$ cat src/hdl/mtr_defs.svh
// register map, field positions and timing constants of the monitor register bank
`ifndef MTR_DEFS_SVH
`define MTR_DEFS_SVH

// five-bit host address codes
`define MTR_A_CTRL 5'h00
`define MTR_A_STAT 5'h01
`define MTR_A_BLKP 5'h02
`define MTR_A_LCMD 5'h05
`define MTR_A_LOGP 5'h06
`define MTR_A_UEN 5'h07
`define MTR_A_UFLG 5'h08
`define MTR_A_NEN 5'h09
`define MTR_A_TADR 5'h0a
`define MTR_A_BIT 5'h0b
`define MTR_A_PRST 5'h0c
`define MTR_A_TCLR 5'h0d
`define MTR_A_MCTL 5'h0e
`define MTR_A_MSKL 5'h10
`define MTR_A_MSKH 5'h11

// mode_control fields
`define MTR_C_TIMEOUT 12
`define MTR_C_EXTOVR 11
`define MTR_C_ROLE 10
`define MTR_C_CHB 8
`define MTR_C_CHA 7
`define MTR_C_START 0

// operating_status fields
`define MTR_S_MON 15
`define MTR_S_BIT 14
`define MTR_S_RST 13
`define MTR_S_ROLE 12
`define MTR_S_CHA 11
`define MTR_S_SFAIL 10

// monitor_control fields
`define MTR_M_SEL 15
`define MTR_M_ALL 14
`define MTR_M_SELT 13

// implemented bits of the event, monitor control and terminal address registers
`define MTR_UEN_MASK 16'h013b
`define MTR_NEN_MASK 16'h0003
`define MTR_MCTL_MASK 16'he000
`define MTR_TADR_MODE 8
`define MTR_TADR_LOCK 7

// reset value and log pointer stride
`define MTR_WORD_RST 16'h0000
`define MTR_LOG_STRIDE 16'h0003

// timing
`define MTR_CLK_MHZ 250
`define MTR_BIT_US 100
`define MTR_PRST_US 1
`define MTR_BIT_CYCLES (`MTR_BIT_US * `MTR_CLK_MHZ)
`define MTR_PRST_CYCLES (`MTR_PRST_US * `MTR_CLK_MHZ)

`endif

$ cat src/hdl/mtr_pkg.sv
// types shared by the monitor register bank
package mtr_pkg;
  typedef logic [15:0] mtr_word_t;
  typedef logic [4:0] mtr_addr_t;
endpackage : mtr_pkg

$ cat src/hdl/mtr_countdown.sv
// one-shot busy timer for built-in test and programmed reset routines
`timescale 1ns/100ps
module mtr_countdown #(
  parameter int CYCLES = 250
) (
  input wire logic core_clk,
  input wire logic rst_n,
  input wire logic start,
  input wire logic abort,
  output logic busy
);
  localparam int W = $clog2(CYCLES + 1);
  logic [W-1:0] count;

  if (CYCLES < 1)
  begin : g_chk
    $error("mtr_countdown needs at least one cycle");
  end

  always_ff @(posedge core_clk or negedge rst_n)
  begin
    if (!rst_n)
    begin
      count <= '0;
      busy <= 1'b0;
    end
    else if (abort)
    begin
      count <= '0;
      busy <= 1'b0;
    end
    else if (start)
    begin
      count <= W'(CYCLES - 1);
      busy <= 1'b1;
    end
    else if (busy)
    begin
      count <= count - W'(1);
      busy <= (count != '0);
    end
  end
endmodule : mtr_countdown

$ cat src/hdl/mtr_regs.sv
// host register bank for the bus-watcher mode of the bus controller/terminal/monitor
`timescale 1ns/100ps
`include "mtr_defs.svh"

// Functional notes
// - event log pointer at 00110, last command 00101
// - watch masks at codes 10000 and 10001
// - control selects role, channels, timeout, override
// - programmed reset clears start, keeps other bits
// - status read-only: monitor, test, reset, role, channel, fail
// - programmed reset clears urgent flags, keeps fail, channel shows A
// - block pointer read/write, auto-updated, kept by programmed reset
// - last command read-only, captured per executed command
// - host loads log pointer, device advances it
module mtr_regs
  import mtr_pkg::*;
#(
  parameter int BIT_CYCLES = `MTR_BIT_CYCLES,
  parameter int PRST_CYCLES = `MTR_PRST_CYCLES,
  parameter mtr_word_t LOG_STRIDE = `MTR_LOG_STRIDE
) (
  input wire logic core_clk,
  input wire logic nrst,
  input wire mtr_addr_t host_addr,
  input wire logic host_wr,
  input wire logic host_rd,
  input wire mtr_word_t host_wdata,
  output mtr_word_t host_rdata,
  input wire logic cmd_exec,
  input wire mtr_word_t cmd_word,
  input wire mtr_word_t cmd_block_next,
  input wire logic log_entry_done,
  input wire mtr_word_t urgent_evt,
  input wire logic chan_a_active,
  input wire logic subsys_fail,
  input wire logic mode_select_pin,
  input wire logic lock_pin,
  output logic start_enable,
  output logic role_select,
  output logic chan_a_enable,
  output logic chan_b_enable,
  output logic bc_timeout,
  output logic ext_override,
  output logic bus_watcher_select,
  output logic watch_all,
  output logic watch_selected,
  output mtr_word_t watch_mask_lo,
  output mtr_word_t watch_mask_hi,
  output logic self_test_busy,
  output logic soft_reset_busy,
  output logic timer_clear
);
  if (BIT_CYCLES < 1 || PRST_CYCLES < 1 || LOG_STRIDE == 16'h0000)
  begin : g_chk
    $error("mtr_regs parameters out of range");
  end

  logic rst_meta;
  logic rst_n;
  mtr_word_t current_block_pointer;
  mtr_word_t last_bus_command;
  mtr_word_t event_log_pointer;
  mtr_word_t urgent_event_enable;
  mtr_word_t urgent_event_flags;
  mtr_word_t normal_event_enable;
  logic mon_act;
  logic chan_a_stat;
  logic sfail_stat;
  logic test_busy;
  logic prst_busy;

  // two-flop release of the asynchronous reset
  always_ff @(posedge core_clk or negedge nrst)
  begin
    if (!nrst)
    begin
      rst_meta <= 1'b0;
      rst_n <= 1'b0;
    end
    else
    begin
      rst_meta <= 1'b1;
      rst_n <= rst_meta;
    end
  end

  // address decode
  wire wr_ctrl = host_wr && (host_addr == `MTR_A_CTRL);
  wire wr_blkp = host_wr && (host_addr == `MTR_A_BLKP);
  wire wr_logp = host_wr && (host_addr == `MTR_A_LOGP);
  wire wr_uen = host_wr && (host_addr == `MTR_A_UEN);
  wire wr_uflg = host_wr && (host_addr == `MTR_A_UFLG);
  wire wr_nen = host_wr && (host_addr == `MTR_A_NEN);
  wire wr_mctl = host_wr && (host_addr == `MTR_A_MCTL);
  wire wr_mskl = host_wr && (host_addr == `MTR_A_MSKL);
  wire wr_mskh = host_wr && (host_addr == `MTR_A_MSKH);
  wire wr_tclr = host_wr && (host_addr == `MTR_A_TCLR);
  wire any_data = (host_wdata != 16'h0000);
  wire bit_go = host_wr && (host_addr == `MTR_A_BIT) && any_data;
  wire prst_go = host_wr && (host_addr == `MTR_A_PRST) && any_data;

  // monitor starts when launched as non-controller with watcher selected
  wire mon_go = wr_ctrl && host_wdata[`MTR_C_START] && !host_wdata[`MTR_C_ROLE]
    && bus_watcher_select;
  wire mon_stop = prst_go || (wr_ctrl && !host_wdata[`MTR_C_START]);

  // readback words; write-only bits read as zero
  wire mtr_word_t ctrl_word = {3'b000, bc_timeout, ext_override, 2'b00,
    chan_b_enable, chan_a_enable, 7'h00};
  wire mtr_word_t status_word = {mon_act, test_busy, prst_busy, role_select,
    chan_a_stat, sfail_stat, 10'h000};
  wire mtr_word_t mctl_word = {bus_watcher_select, watch_all, watch_selected, 13'h0000};
  wire mtr_word_t tadr_word = {7'h00, mode_select_pin, lock_pin, 7'h00};

  wire mtr_word_t read_mux =
    (host_addr == `MTR_A_CTRL) ? ctrl_word :
    (host_addr == `MTR_A_STAT) ? status_word :
    (host_addr == `MTR_A_BLKP) ? current_block_pointer :
    (host_addr == `MTR_A_LCMD) ? last_bus_command :
    (host_addr == `MTR_A_LOGP) ? event_log_pointer :
    (host_addr == `MTR_A_UEN) ? urgent_event_enable :
    (host_addr == `MTR_A_UFLG) ? urgent_event_flags :
    (host_addr == `MTR_A_NEN) ? normal_event_enable :
    (host_addr == `MTR_A_TADR) ? tadr_word :
    (host_addr == `MTR_A_MCTL) ? mctl_word :
    (host_addr == `MTR_A_MSKL) ? watch_mask_lo :
    (host_addr == `MTR_A_MSKH) ? watch_mask_hi :
    16'h0000;

  // event flags: a new event outranks a write-one clear
  wire mtr_word_t next_uflg = (urgent_event_flags & ~(wr_uflg ? host_wdata : 16'h0000))
    | (urgent_evt & `MTR_UEN_MASK);

  // pointer updates; device advance applies only once running
  wire log_step = log_entry_done && start_enable;
  wire mtr_word_t next_logp = wr_logp ? host_wdata :
    (event_log_pointer + LOG_STRIDE);

  always_ff @(posedge core_clk or negedge rst_n)
  begin
    if (!rst_n)
      host_rdata <= `MTR_WORD_RST;
    else if (host_rd)
      host_rdata <= read_mux;
  end

  // control register
  always_ff @(posedge core_clk or negedge rst_n)
  begin
    if (!rst_n)
    begin
      start_enable <= 1'b0;
      role_select <= 1'b0;
      chan_a_enable <= 1'b0;
      chan_b_enable <= 1'b0;
      bc_timeout <= 1'b0;
      ext_override <= 1'b0;
    end
    else if (prst_go)
      start_enable <= 1'b0;
    else if (wr_ctrl)
    begin
      start_enable <= host_wdata[`MTR_C_START];
      role_select <= host_wdata[`MTR_C_ROLE];
      chan_a_enable <= host_wdata[`MTR_C_CHA];
      chan_b_enable <= host_wdata[`MTR_C_CHB];
      bc_timeout <= host_wdata[`MTR_C_TIMEOUT];
      ext_override <= host_wdata[`MTR_C_EXTOVR];
    end
  end

  // status flags
  always_ff @(posedge core_clk or negedge rst_n)
  begin
    if (!rst_n)
    begin
      mon_act <= 1'b0;
      chan_a_stat <= 1'b1;
      sfail_stat <= 1'b0;
    end
    else
    begin
      mon_act <= mon_go || (mon_act && !mon_stop);
      if (prst_go)
        chan_a_stat <= 1'b1;
      else if (cmd_exec)
        chan_a_stat <= chan_a_active;
      sfail_stat <= sfail_stat || subsys_fail;
    end
  end

  // auto-updating pointers and captured command
  always_ff @(posedge core_clk or negedge rst_n)
  begin
    if (!rst_n)
    begin
      current_block_pointer <= `MTR_WORD_RST;
      last_bus_command <= `MTR_WORD_RST;
      event_log_pointer <= `MTR_WORD_RST;
    end
    else
    begin
      if (cmd_exec)
        current_block_pointer <= cmd_block_next;
      else if (wr_blkp)
        current_block_pointer <= host_wdata;
      if (cmd_exec)
        last_bus_command <= cmd_word;
      if (wr_logp || log_step)
        event_log_pointer <= next_logp;
    end
  end

  // event enables, flags, watcher configuration
  always_ff @(posedge core_clk or negedge rst_n)
  begin
    if (!rst_n)
    begin
      urgent_event_enable <= `MTR_WORD_RST;
      urgent_event_flags <= `MTR_WORD_RST;
      normal_event_enable <= `MTR_WORD_RST;
      bus_watcher_select <= 1'b0;
      watch_all <= 1'b0;
      watch_selected <= 1'b0;
      watch_mask_lo <= `MTR_WORD_RST;
      watch_mask_hi <= `MTR_WORD_RST;
      timer_clear <= 1'b0;
    end
    else
    begin
      timer_clear <= wr_tclr;
      urgent_event_flags <= prst_go ? `MTR_WORD_RST : next_uflg;
      if (wr_uen)
        urgent_event_enable <= host_wdata & `MTR_UEN_MASK;
      if (wr_nen)
        normal_event_enable <= host_wdata & `MTR_NEN_MASK;
      if (wr_mctl)
      begin
        bus_watcher_select <= host_wdata[`MTR_M_SEL];
        watch_all <= host_wdata[`MTR_M_ALL];
        watch_selected <= host_wdata[`MTR_M_SELT];
      end
      if (prst_go)
      begin
        watch_mask_lo <= `MTR_WORD_RST;
        watch_mask_hi <= `MTR_WORD_RST;
      end
      else
      begin
        if (wr_mskl)
          watch_mask_lo <= host_wdata;
        if (wr_mskh)
          watch_mask_hi <= host_wdata;
      end
    end
  end

  // built-in test and programmed reset routines
  mtr_countdown #(
    .CYCLES(BIT_CYCLES)
  ) u_test_timer (
    .core_clk(core_clk),
    .rst_n(rst_n),
    .start(bit_go && !prst_go),
    .abort(prst_go),
    .busy(test_busy)
  );

  mtr_countdown #(
    .CYCLES(PRST_CYCLES)
  ) u_prst_timer (
    .core_clk(core_clk),
    .rst_n(rst_n),
    .start(prst_go),
    .abort(1'b0),
    .busy(prst_busy)
  );

  always_ff @(posedge core_clk or negedge rst_n)
  begin
    if (!rst_n)
    begin
      self_test_busy <= 1'b0;
      soft_reset_busy <= 1'b0;
    end
    else
    begin
      self_test_busy <= test_busy;
      soft_reset_busy <= prst_busy;
    end
  end
endmodule : mtr_regs

$ cat config.mk
export PLATFORM = sky130hd
export DESIGN_NAME = mtr_regs
export DESIGN_NICKNAME = d
export VERILOG_FILES = /design/src/hdl/mtr_pkg.sv /design/src/hdl/mtr_countdown.sv /design/src/hdl/mtr_regs.sv
export VERILOG_INCLUDE_DIRS = /design/src /design/src/hdl
export SDC_FILE = /design/constraint.sdc
export NUM_CORES = 1
export LEC_CHECK = 0
export BUFFER_PORTS_ARGS = -buffer_cell sky130_fd_sc_hd__buf_2
export CAP_MARGIN = 20
export CORE_UTILIZATION = 50
export CTS_CLUSTER_DIAMETER = 120
export DETAILED_ROUTE_END_ITERATION = 16
export PLACE_DENSITY = 0.84
export SLEW_MARGIN = 20
export SYNTH_ARGS = -nofsm -noshare
export SYNTH_HDL_FRONTEND = slang
export SYNTH_SLANG_ARGS = --single-unit
$ cat constraint.sdc
create_clock -name core_clk -period 5.8 [get_ports core_clk]
set_input_delay 0.29 -clock core_clk [delete_from_list [all_inputs] [get_ports core_clk]]
set_output_delay 0.29 -clock core_clk [all_outputs]
set_load 0.1 [all_outputs]
### After elaboration in Yosys (flattened, before gate mapping)

Index checks and enable logic that the tools add are counted.

* flip-flop bits (word level): 162
* input bits: 79
* output and inout port bits: 60
* logic and storage cells: 127

* equality and inequality tests: 14
* add/subtract/negate cells: 3
* bitwise gates (word level): 4
* reductions and logical operators: 41
* muxes and demuxes: 35

Operators with widths (count)
* 16-bit 2-to-1 mux: 21
* 15-bit 2-to-1 mux: 3
* 5-bit by 4-bit == test with 1-bit output (second input constant): 7
* 1-bit logical AND: 21
* 16-bit by 2-bit adder with 16-bit output (second input constant): 1
* 16-bit bitwise AND: 1
* 8-bit 2-to-1 mux: 2
* 16-bit inverter: 1
* 16-bit by 9-bit bitwise OR with 16-bit output: 1
* 16-bit nonzero test: 1
* 5-bit by 3-bit == test with 1-bit output (second input constant): 3
* 15-bit nonzero test: 1
* 15-bit by 1-bit subtractor with 15-bit output (second input constant): 1
* 2-bit nonzero test: 6
* 5-bit == test (second input constant): 2
* 1-bit 2-to-1 mux: 9
* 8-bit nonzero test: 1
* 8-bit by 1-bit subtractor with 8-bit output (second input constant): 1
* 5-bit by 1-bit == test with 1-bit output (second input constant): 1
* 5-bit by 2-bit == test with 1-bit output (second input constant): 1
* 5-bit zero test: 1
* 1-bit zero test: 4
* 1-bit logical OR: 4
* 3-bit nonzero test: 1
* other kinds (2): 2

### Logic depth before layout (Yosys ltp)

Gate-level depths: netlist of the first run.

* depth after elaboration: 13
* gate-level depth with buffers: 8
* depth with buffers taken out: 7

### Hierarchy

From an unflattened synthesis of the first run, not the netlist that was laid out.

* cell total of the unflattened synthesis: 858
* area total of the unflattened synthesis: 8479.4 µm²

Modules (own cells, without submodules)
* mtr_regs: times used 1, cells an instance 731, sequential area each 3429.5 µm², area an instance 7129.3 µm²
* mtr_countdown (u_test_timer): times used 1, cells an instance 83, sequential area each 400.4 µm², area an instance 849.6 µm²
* mtr_countdown (u_prst_timer): times used 1, cells an instance 44, sequential area each 225.2 µm², area an instance 500.5 µm²

### Worst setup path after synthesis of the first run

Ideal clock, no wire load.

* kind: register to register
* start point: register start_enable
* end point: register event_log_pointer[15]
* setup time: 0.128 ns
* cell stages (with the launch flop): 6
* slack: 3.594 ns
* data arrival time: 2.078 ns
* cells stage by stage: dfrtp_1 > o2111ai_1 > or3_1 > nor3_1 > xnor2_1 > o21ai_0

* longest elaborated chain between the ends: 2

RTL lines
* start: declaration: RTL line mtr_regs.sv:38 `output logic start_enable,`
* start signal: assignment: RTL line mtr_regs.sv:163 `` start_enable <= host_wdata[`MTR_C_START]; ``
* 1-bit logical AND: RTL line mtr_regs.sv:135 `wire log_step = log_entry_done && start_enable;`
* 1-bit logical OR: RTL line mtr_regs.sv:209 `if (wr_logp || log_step)`
* end signal: assignment: RTL line mtr_regs.sv:199 `` event_log_pointer <= `MTR_WORD_RST; ``
* end signal: assignment: RTL line mtr_regs.sv:210 `event_log_pointer <= next_logp;`
* end: declaration: RTL line mtr_regs.sv:62 `mtr_word_t event_log_pointer;`

No other way between the ends.
A chain may end at the register's enable or synchronous reset.

### Final worst setup path of the first run

* start point: input port host_addr[0]
* end point: register host_rdata[8]

* longest elaborated chain between the ends: 13
* elaborated cells on any way between the ends: 24
* classes of those cells: eq/ne (11); mux (12); reduce/logical (1)

RTL lines
* start: declaration: RTL line mtr_regs.sv:24 `input wire mtr_addr_t host_addr,`
* 5-bit == test (no line)
* 16-bit 2-to-1 mux: RTL line mtr_regs.sv:127 `` (host_addr == `MTR_A_MSKH) ? watch_mask_hi : ``
* 16-bit 2-to-1 mux: RTL line mtr_regs.sv:126 `` (host_addr == `MTR_A_MSKL) ? watch_mask_lo : ``
* 16-bit 2-to-1 mux: RTL line mtr_regs.sv:125 `` (host_addr == `MTR_A_MCTL) ? mctl_word : ``
* 16-bit 2-to-1 mux: RTL line mtr_regs.sv:124 `` (host_addr == `MTR_A_TADR) ? tadr_word : ``
* 16-bit 2-to-1 mux: RTL line mtr_regs.sv:123 `` (host_addr == `MTR_A_NEN) ? normal_event_enable : ``
* 16-bit 2-to-1 mux: RTL line mtr_regs.sv:122 `` (host_addr == `MTR_A_UFLG) ? urgent_event_flags : ``
* 16-bit 2-to-1 mux: RTL line mtr_regs.sv:121 `` (host_addr == `MTR_A_UEN) ? urgent_event_enable : ``
* 16-bit 2-to-1 mux: RTL line mtr_regs.sv:120 `` (host_addr == `MTR_A_LOGP) ? event_log_pointer : ``
* 16-bit 2-to-1 mux: RTL line mtr_regs.sv:119 `` (host_addr == `MTR_A_LCMD) ? last_bus_command : ``
* 16-bit 2-to-1 mux: RTL line mtr_regs.sv:118 `` (host_addr == `MTR_A_BLKP) ? current_block_pointer : ``
* 16-bit 2-to-1 mux: RTL line mtr_regs.sv:117 `` (host_addr == `MTR_A_STAT) ? status_word : ``
* 16-bit 2-to-1 mux (*): RTL line mtr_regs.sv:116 `` (host_addr == `MTR_A_CTRL) ? ctrl_word : ``
* end signal: assignment: RTL line mtr_regs.sv:142 `` host_rdata <= `MTR_WORD_RST; ``
* end signal: assignment: RTL line mtr_regs.sv:144 `host_rdata <= read_mux;`
* end: declaration: RTL line mtr_regs.sv:28 `output mtr_word_t host_rdata,`

Mark *: on every way between the ends. The rest lies on a longest branch, timed or not.

==> results of run 1 <==
final timing paths:
kind | end | startpoint | slack, ns
max | host_rdata[8]$_DFFE_PN0P_ | host_addr[0] | 3.46
min | current_block_pointer[5]$_DFFE_PN0P_ | cmd_block_next[5] | 0.06
max reg2reg | event_log_pointer[15]$_DFFE_PN0P_ | start_enable$_DFFE_PN0P_ | 3.88
min reg2reg | watch_mask_hi[4]$_DFFE_PN0P_ | rst_n$_DFF_PN0_ | 0.24
max in group asynchronous | last_bus_command[10]$_DFFE_PN0P_ | rst_n$_DFF_PN0_ | 4.33
min in group asynchronous | rst_n$_DFF_PN0_ | nrst | 0.16
per-layer routing:
| metal | share of wire [%] | wire (um) | GRT usage (%) | up-vias |
|---|---|---|---|---|
| met5 | 0 | 0 | 0 | - |
| met4 | 3.9 | 921 | 14.3 | 0 |
| met3 | 8.2 | 1940 | 5.37 | 71 |
| met2 | 47 | 11200 | 45.8 | 367 |
| met1 | 41 | 9570 | 39.4 | 3435 |
| li1 | - | - | - | 3184 |
layout by cell type, fill, tap and decap left out, drive strengths merged, types with 3 or more instances in the layout:
master,synthesis,final
dfrtp,161,161
buf,35,135
nand2,117,117
nor2,76,76
o21ai,72,72
mux2i,53,53
a21oi,41,41
mux2,35,35
xnor2,22,22
clkbuf,18,22
nand3,20,20
and3,19,19
inv,18,19
nor3,19,19
a22oi,15,15
xor2,12,12
a221oi,10,10
o221ai,8,8
nand2b,7,7
nor2b,7,7
nor4,7,7
nor3b,7,7
nand4,6,6
clkinv,0,5
a22o,4,4
ha,4,4
and2,4,4
a32oi,3,3
a211oi,3,3
a2bb2oi,3,3
o2bb2ai,3,3
o21a,3,3
nor4b,3,3
nand3b,3,3
sequential cells by signal, summed over array words and instances (netlist names), 6 cells and up:
signal / cells
current_block_pointer: 16
event_log_pointer: 16
host_rdata: 16
last_bus_command: 16
u_prst_timer.count: 8
u_test_timer.count: 15
urgent_event_enable: 6
urgent_event_flags: 16
watch_mask_hi: 16
watch_mask_lo: 16
power by group:
group	internal, mW	total (mW)	switching [mW]
combinational	0.275	1.05	0.773
sequential	1.33	1.52	0.193
clock	0.661	1.13	0.470
total	2.27	3.70	1.44
cell type report:
| class | count | share of cell area (%) |
|---|---|---|
| Sequential cell | 162 | 42.4 |
| Multi-Input combinational cell | 611 | 40.5 |
| Timing Repair Buffer | 136 | 7.35 |
| Clock buffer | 22 | 4.85 |
| Tap cell | 216 | 2.82 |
| Clock inverter | 10 | 1.33 |
| Inverter | 18 | 0.706 |
through the flow:
| step | worst slack, ns | power (mW) |
|---|---|---|
| 3_5_place_dp | 3.11 | 2.58 |
| 5_1_grt | 3.37 | 3.85 |
| 4_1_cts | 3.57 | 3.70 |
| 2_1_floorplan | 0.954 | 2.34 |
| 3_3_place_gp | 3.09 | 2.55 |
| 6_report | 3.46 | 3.70 |
worst min-delay path: cells and delay by family:
family | cells | cell delay [ns]
compound gates | 1 | 0.05
buf+inv | 1 | 0.07
simple gates | 1 | 0.04
synth_stat cells, types with 4 or more instances:
library cell	number
a22o_1	4
a221oi_1	9
a22oi_1	15
mux2_2	33
mux2i_1	53
ha_1	4
xnor2_1	22
buf_6	7
nand2b_1	7
nor2_1	75
nor3b_1	6
dfrtp_1	161
nor4_1	6
nand3_1	20
inv_1	18
o221ai_1	8
a21oi_1	41
nand2_1	114
and3_1	19
o21ai_1	7
nor2b_1	7
o21ai_0	64
xor2_1	12
nand4_1	6
nor3_1	18
buf_2	23
clkbuf_1	17
cells by family (layout without fill, tap and decap cells):
group	after synthesis	after routing	share of synthesized area [%]
mux	88	88	11.2
other cells	1	1	0.0452
compound gates	180	180	13.7
fa+ha+maj	4	4	0.604
xor+xnor	34	34	3.59
flops	162	162	48.9
simple gates	304	304	17.6
buf+inv	71	186	4.30
==> impl_metrics.py, run 1 <==
metrics = {
    "status": {
        "outcome": "completed",
    },
    "critical_path": {
        "slowest_stage": "a2111oi_0",
        "crit_buf_inv": 1,
        "crit_top_cell": "o21ai_1",
        "start_kind": "input pin",
        "crit_arrival_ns": 2.66,
        "crit_path_end_kind": "register",
        "critical_path_class": "in -> reg",
        "slowest_delay_ns": 0.71,
        "crit_required_ns": 6.13,
        "r2r_cells": 5,
        "path_cells": "buf_2 -> or4b_1 -> o21ai_1 -> a2111oi_0 -> a2bb2oi_1 -> o21ai_1",
        "cp.depth": 6,
        "critPathMaxFanout": 35,
        "path_delay_family": "compound AO/OA/AOI/OAI gates",
    },
    "logic_synthesis": {
        "ys_ff_latch": 162,
        "synth_seq_area_share_pct": 48.9,
        "syn_area_per_cell_sq_um": 9.82,
        "synth.distinct_cells": 70,
        "yosys.area.top_type_share_pct": 48.6,
        "yosys.area.top_type": "dfrtp_1",
        "synth_nets": 927,
        "yosys_most_used_dff": "dfrtp_1",
        "synth_area_leaders": "dfrtp_1 (49%), mux2i_1 (6.4%), nand2_1 (5.2%)",
        "syn_area_sq_mm": 0.00829,
        "netlist_instances": 844,
        "synth_warnings": 0,
        "synth_async_sr_flop_share_pct": 100,
        "synth_edf_count": 0,
    },
    "detailed_routing": {
        "antenna_left": 0,
        "drt_first_pass_iters": 5,
        "drt-total-wl_um": 23600,
        "first_iter_violations": 739,
        "wire_per_inst_um": 20.1,
        "vias": 7057,
        "drc": 0,
        "avgViaCountPerCell": 6.01,
    },
    "clock_network": {
        "cts_setup_buffers": 0,
        "hold_buffers": 1,
        "worstSkewPairLatency_ns": 0.44,
        "path_clk_slew_ns": 0.07,
        "htreeDepth": 4,
        "cts.sinks": 162,
        "numCtsBuffers": 17,
        "cts_resized": 0,
        "cts_root_buf": "clkbuf_16",
        "cts_buffer_depth": 2,
        "cts_tree": "yes",
    },
    "power": {
        "irDropWorstVdd_mv": 0.293,
        "p_leak_nw": 4.62,
        "powerDensity_mw_per_mm2": 387,
    },
    "placed_design": {
        "io_buffers": 128,
        "hpwl_um": 16400,
        "dp_cells": 1142,
        "place_congestion": 0.925,
        "dpl_cell_area_sq_mm": 0.00897,
    },
    "sta": {
        "finalMaxSlewViolations": 0,
        "min_period_over_period_pct": 40.3,
        "hold_viol_final": 0,
        "fmaxAchievable_mhz": 428,
        "worst_pin_slew_ns": 0.994,
        "fin_setup_tns_ns": 0,
        "skew_ns": 0.00965,
        "hold_slack_ns": 0.0566,
        "relSlewSlack_pct": 33.7,
        "final-setup-viol-count": 0,
        "grt_setup_unrepaired": "false",
        "fin_crit_ns": 2.34,
    },
    "grt": {
        "grt-ovfl-total": 0,
        "grt_pass1_vias": 6749,
        "antenna_found_initial": 0,
        "grt_start_max_net_pins": 74,
        "grt_pass1_wl_um": 37000,
        "grt_usage_pct": 29.3,
    },
    "final_layout": {
        "fin_util_pct": 59.6,
        "ff_latch_area_sq_mm": 0.00406,
        "multi_input_area_sq_mm": 0.00388,
        "diodes": 0,
        "fin_cells": 1175,
        "n_fill_cell": 1338,
        "drive_gt1_share_pct": 22.4,
        "area_growth_pct": 15.4,
        "finalNetCount": 1029,
        "design_area_sq_mm": 0.00957,
    },
    "floorplan": {
        "core_sq_mm": 0.0161,
        "fp-row-count": 46,
        "die_x_um": 131,
        "dieArea_sq_mm": 0.0171,
        "die_y_um": 131,
        "start_util_pct": 51.6,
        "io-pin-count": 139,
    },
    "worst_hold_path": {
        "whs_path_depth": 3,
        "hold_path.class": "in -> reg",
    },
    "run": {
        "drv_cap": 0,
    },
}
(Power assumes the default switching activity.)
==> inputs of run 2 (changes only) <==
Settings changed: ABC_AREA set to 1.
Clock period 5.8 ns to 2.2 ns, I/O delays scaled along.
==> run 2 against run 1 <==
Global-route usage is 0.90 points higher. Critical endpoint is now watch_mask_hi[4]$_DFFE_PN0P_. Area after synthesis is 0.12% higher. Power grew to 2.9 times the previous value. Largest cell class unchanged. Clock-buffer cell count is 4 lower. Largest power group unchanged. Cell area is 7.5% higher. Clock skew is 0.0038 ns higher. Non-clock buffer count is 65 higher. Sequential share of layout area is 3.0 points lower. Wire length is 3.4% higher. First-iteration DRC count is 1.6% higher. Synthesized cell count is 21% higher. Cell count is 22% higher.
==> impl_metrics.py, run 2 <==
metrics = {
    "placed_design": {
        "io_buffers": 128,
        "hpwl_um": 17300,
        "dpl_cell_area_sq_mm": 0.00913,
        "place_congestion": 1.00,
    },
    "sta": {
        "fin_setup_tns_ns": 0,
        "fmaxAchievable_mhz": 498,
        "skew_ns": 0.0134,
        "fin_crit_ns": 2.01,
        "grt_setup_unrepaired": "false",
        "hold_viol_final": 0,
        "final-setup-viol-count": 0,
        "hold_slack_ns": 0.0161,
        "min_period_over_period_pct": 91.3,
        "worst_pin_slew_ns": 0.742,
        "finalMaxSlewViolations": 0,
        "relSlewSlack_pct": 50.2,
    },
    "logic_synthesis": {
        "synth_seq_area_share_pct": 48.9,
        "yosys.area.top_type_share_pct": 48.6,
        "ys_ff_latch": 162,
        "syn_area_per_cell_sq_um": 8.15,
        "synth_nets": 1101,
        "synth_area_leaders": "dfrtp_1 (49%), nand2_1 (14%), nor2_1 (4.4%)",
        "synth_xor_area_share_pct": 1.58,
        "synth_edf_count": 0,
        "synth_warnings": 0,
        "yosys_most_used_dff": "dfrtp_1",
        "synth_common_cells": "nand2_1 (301), dfrtp_1 (161), nor2_1 (98), inv_1 (91), o21ai_0 (57)",
        "synth_simple_gate_area_share_pct": 27.5,
        "synth_async_sr_flop_share_pct": 100,
        "muxShareOfSynthArea_pct": 0,
        "synth_compound_area_share_pct": 13.3,
        "yosysMostFrequentCell": "nand2_1",
        "syn_area_sq_mm": 0.00830,
        "yosys.area.top_type": "dfrtp_1",
        "synth_top_family_by_area": "simple AND/OR/NAND/NOR gates",
        "synthAdderAreaFrac_pct": 0.603,
        "netlist_instances": 1018,
        "synth.distinct_cells": 47,
    },
    "floorplan": {
        "core_sq_mm": 0.0161,
        "die_y_um": 131,
        "fp-row-count": 46,
        "die_x_um": 131,
        "io-pin-count": 139,
        "start_util_pct": 51.7,
        "dieArea_sq_mm": 0.0171,
    },
    "critical_path": {
        "crit_arrival_ns": 2.36,
        "slowest_stage": "dlygate4sd3_1",
        "critical_path_class": "in -> reg",
        "slowest_delay_ns": 0.53,
        "crit_required_ns": 2.56,
        "start_kind": "input pin",
        "critPathMaxFanout": 30,
        "path_cells": "dlygate4sd3_1 -> buf_2 -> inv_1 -> nand4_1 -> nor2_1 -> nand2_1 -> nand3_4 -> inv_4 -> a21oi_4 -> buf_12 -> nand2_1 -> o21ai_1",
        "crit_top_cell": "nand2_1",
        "crit_buf_inv": 5,
        "path_delay_family": "buffers and inverters",
        "crit_path_end_kind": "register",
    },
    "clock_network": {
        "path_clk_slew_ns": 0.07,
        "cts_buffer_depth": 2,
        "cts_root_buf": "clkbuf_16",
        "worstSkewPairLatency_ns": 0.45,
        "cts_tree": "yes",
        "hold_buffers": 55,
        "htreeDepth": 4,
        "cts.sinks": 162,
        "cts_setup_buffers": 0,
        "cts_resized": 0,
        "numCtsBuffers": 17,
    },
    "grt": {
        "grt_pass1_wl_um": 38300,
        "grt_usage_pct": 30.2,
        "grt_start_max_net_pins": 64,
        "antenna_found_initial": 0,
        "grt-ovfl-total": 0,
        "grt_pass1_vias": 7506,
    },
    "power": {
        "powerDensity_mw_per_mm2": 1060,
        "p_leak_nw": 5.28,
        "irDropWorstVdd_mv": 0.717,
    },
    "detailed_routing": {
        "drc": 0,
        "vias": 7956,
        "drt_first_pass_iters": 5,
        "avgViaCountPerCell": 5.54,
        "first_iter_violations": 751,
        "wire_per_inst_um": 17.0,
        "antenna_left": 0,
        "drt-total-wl_um": 24400,
    },
    "final_layout": {
        "n_fill_cell": 1272,
        "drive_gt1_share_pct": 20.3,
        "mostFrequentLayoutCell": "nand2_1",
        "diodes": 0,
        "final_cell_mix": "nand2_1 (301), dfrtp_1 (160), buf_2 (128), nor2_1 (98), inv_1 (91)",
        "area_growth_pct": 23.9,
        "design_area_sq_mm": 0.0103,
        "finalNetCount": 1289,
    },
    "worst_hold_path": {
        "hold_path.class": "in -> reg",
    },
    "status": {
        "outcome": "completed",
    },
    "run": {
        "drv_cap": 0,
    },
}
[run 2: power by group]
part / total (mW) / internal, mW / switching [mW]
Sequential: 4.18 / 3.61 / 0.569
Clock: 3.08 / 1.74 / 1.34
Combinational: 3.63 / 0.905 / 2.72
Total: 10.9 / 6.25 / 4.63
[run 2: per-layer routing]
metal	share of wire [%]	global-route usage, %
met5	0	0
met4	4.6	15.9
met3	9.0	7.21
met2	45	46.3
met1	41	39.8
[run 2: path summary, 6_finish.rpt]
check / slack, ns / cells after the start / endpoint / from
worst max-delay path: 0.19 / 12 / watch_mask_hi[4]$_DFFE_PN0P_ / host_wdata[3]
max in group asynchronous: 1.29 / 1 / watch_mask_hi[8]$_DFFE_PN0P_ / rst_n$_DFF_PN0_
min in group asynchronous: 0.34 / 1 / last_bus_command[12]$_DFFE_PN0P_ / rst_n$_DFF_PN0_
worst min register to register: 0.34 / 1 / last_bus_command[12]$_DFFE_PN0P_ / rst_n$_DFF_PN0_
worst max register to register: 0.34 / 12 / event_log_pointer[12]$_DFFE_PN0P_ / event_log_pointer[0]$_DFFE_PN0P_
worst min-delay path: 0.02 / 3 / event_log_pointer[5]$_DFFE_PN0P_ / host_wdata[5]
[run 2: cells by family (layout without fill, tap and decap cells)]
| group | after synthesis | after routing |
|---|---|---|
| AO/OA/AOI/OAI | 182 | 182 |
| other | 1 | 1 |
| XOR/XNOR | 15 | 15 |
| flip-flops | 162 | 162 |
| AND/OR/NAND/NOR | 513 | 513 |
| buffers and inverters | 141 | 342 |
| adder cells (fa/ha/maj) | 4 | 4 |
[run 2: stage by stage]
step | util, % | power (mW) | setup slack (ns) | instances
after global routing | 64.0 | 11.4 | 0.0468 | 1435
final | 64.0 | 10.9 | 0.192 | 1435
after CTS | 64.0 | 10.9 | 0.287 | 1435
after global placement | 56.8 | 7.61 | 0.412 | 1348
after floorplan | - | 6.92 | 0.129 | 1018
after detailed placement | 56.8 | 7.71 | 0.339 | 1348
[run 2: final cells by class]
| type | count | area [sq um] | area share (%) |
|---|---|---|---|
| flip-flops and latches | 162 | 4060 | 39.5 |
| multi-input cells | 715 | 3570 | 34.7 |
| repair buffers | 201 | 1360 | 13.3 |
| clock buffers | 18 | 439 | 4.27 |
| inverters | 109 | 412 | 4.00 |
| well taps | 216 | 270 | 2.63 |
| clock inverters | 14 | 166 | 1.62 |
[run 2: worst min-delay path, delay by kind of cell]
kind | cells | cell delay [ns]
AO/OA/AOI/OAI | 1 | 0.05
buffers and inverters | 1 | 0.15
AND/OR/NAND/NOR | 1 | 0.11
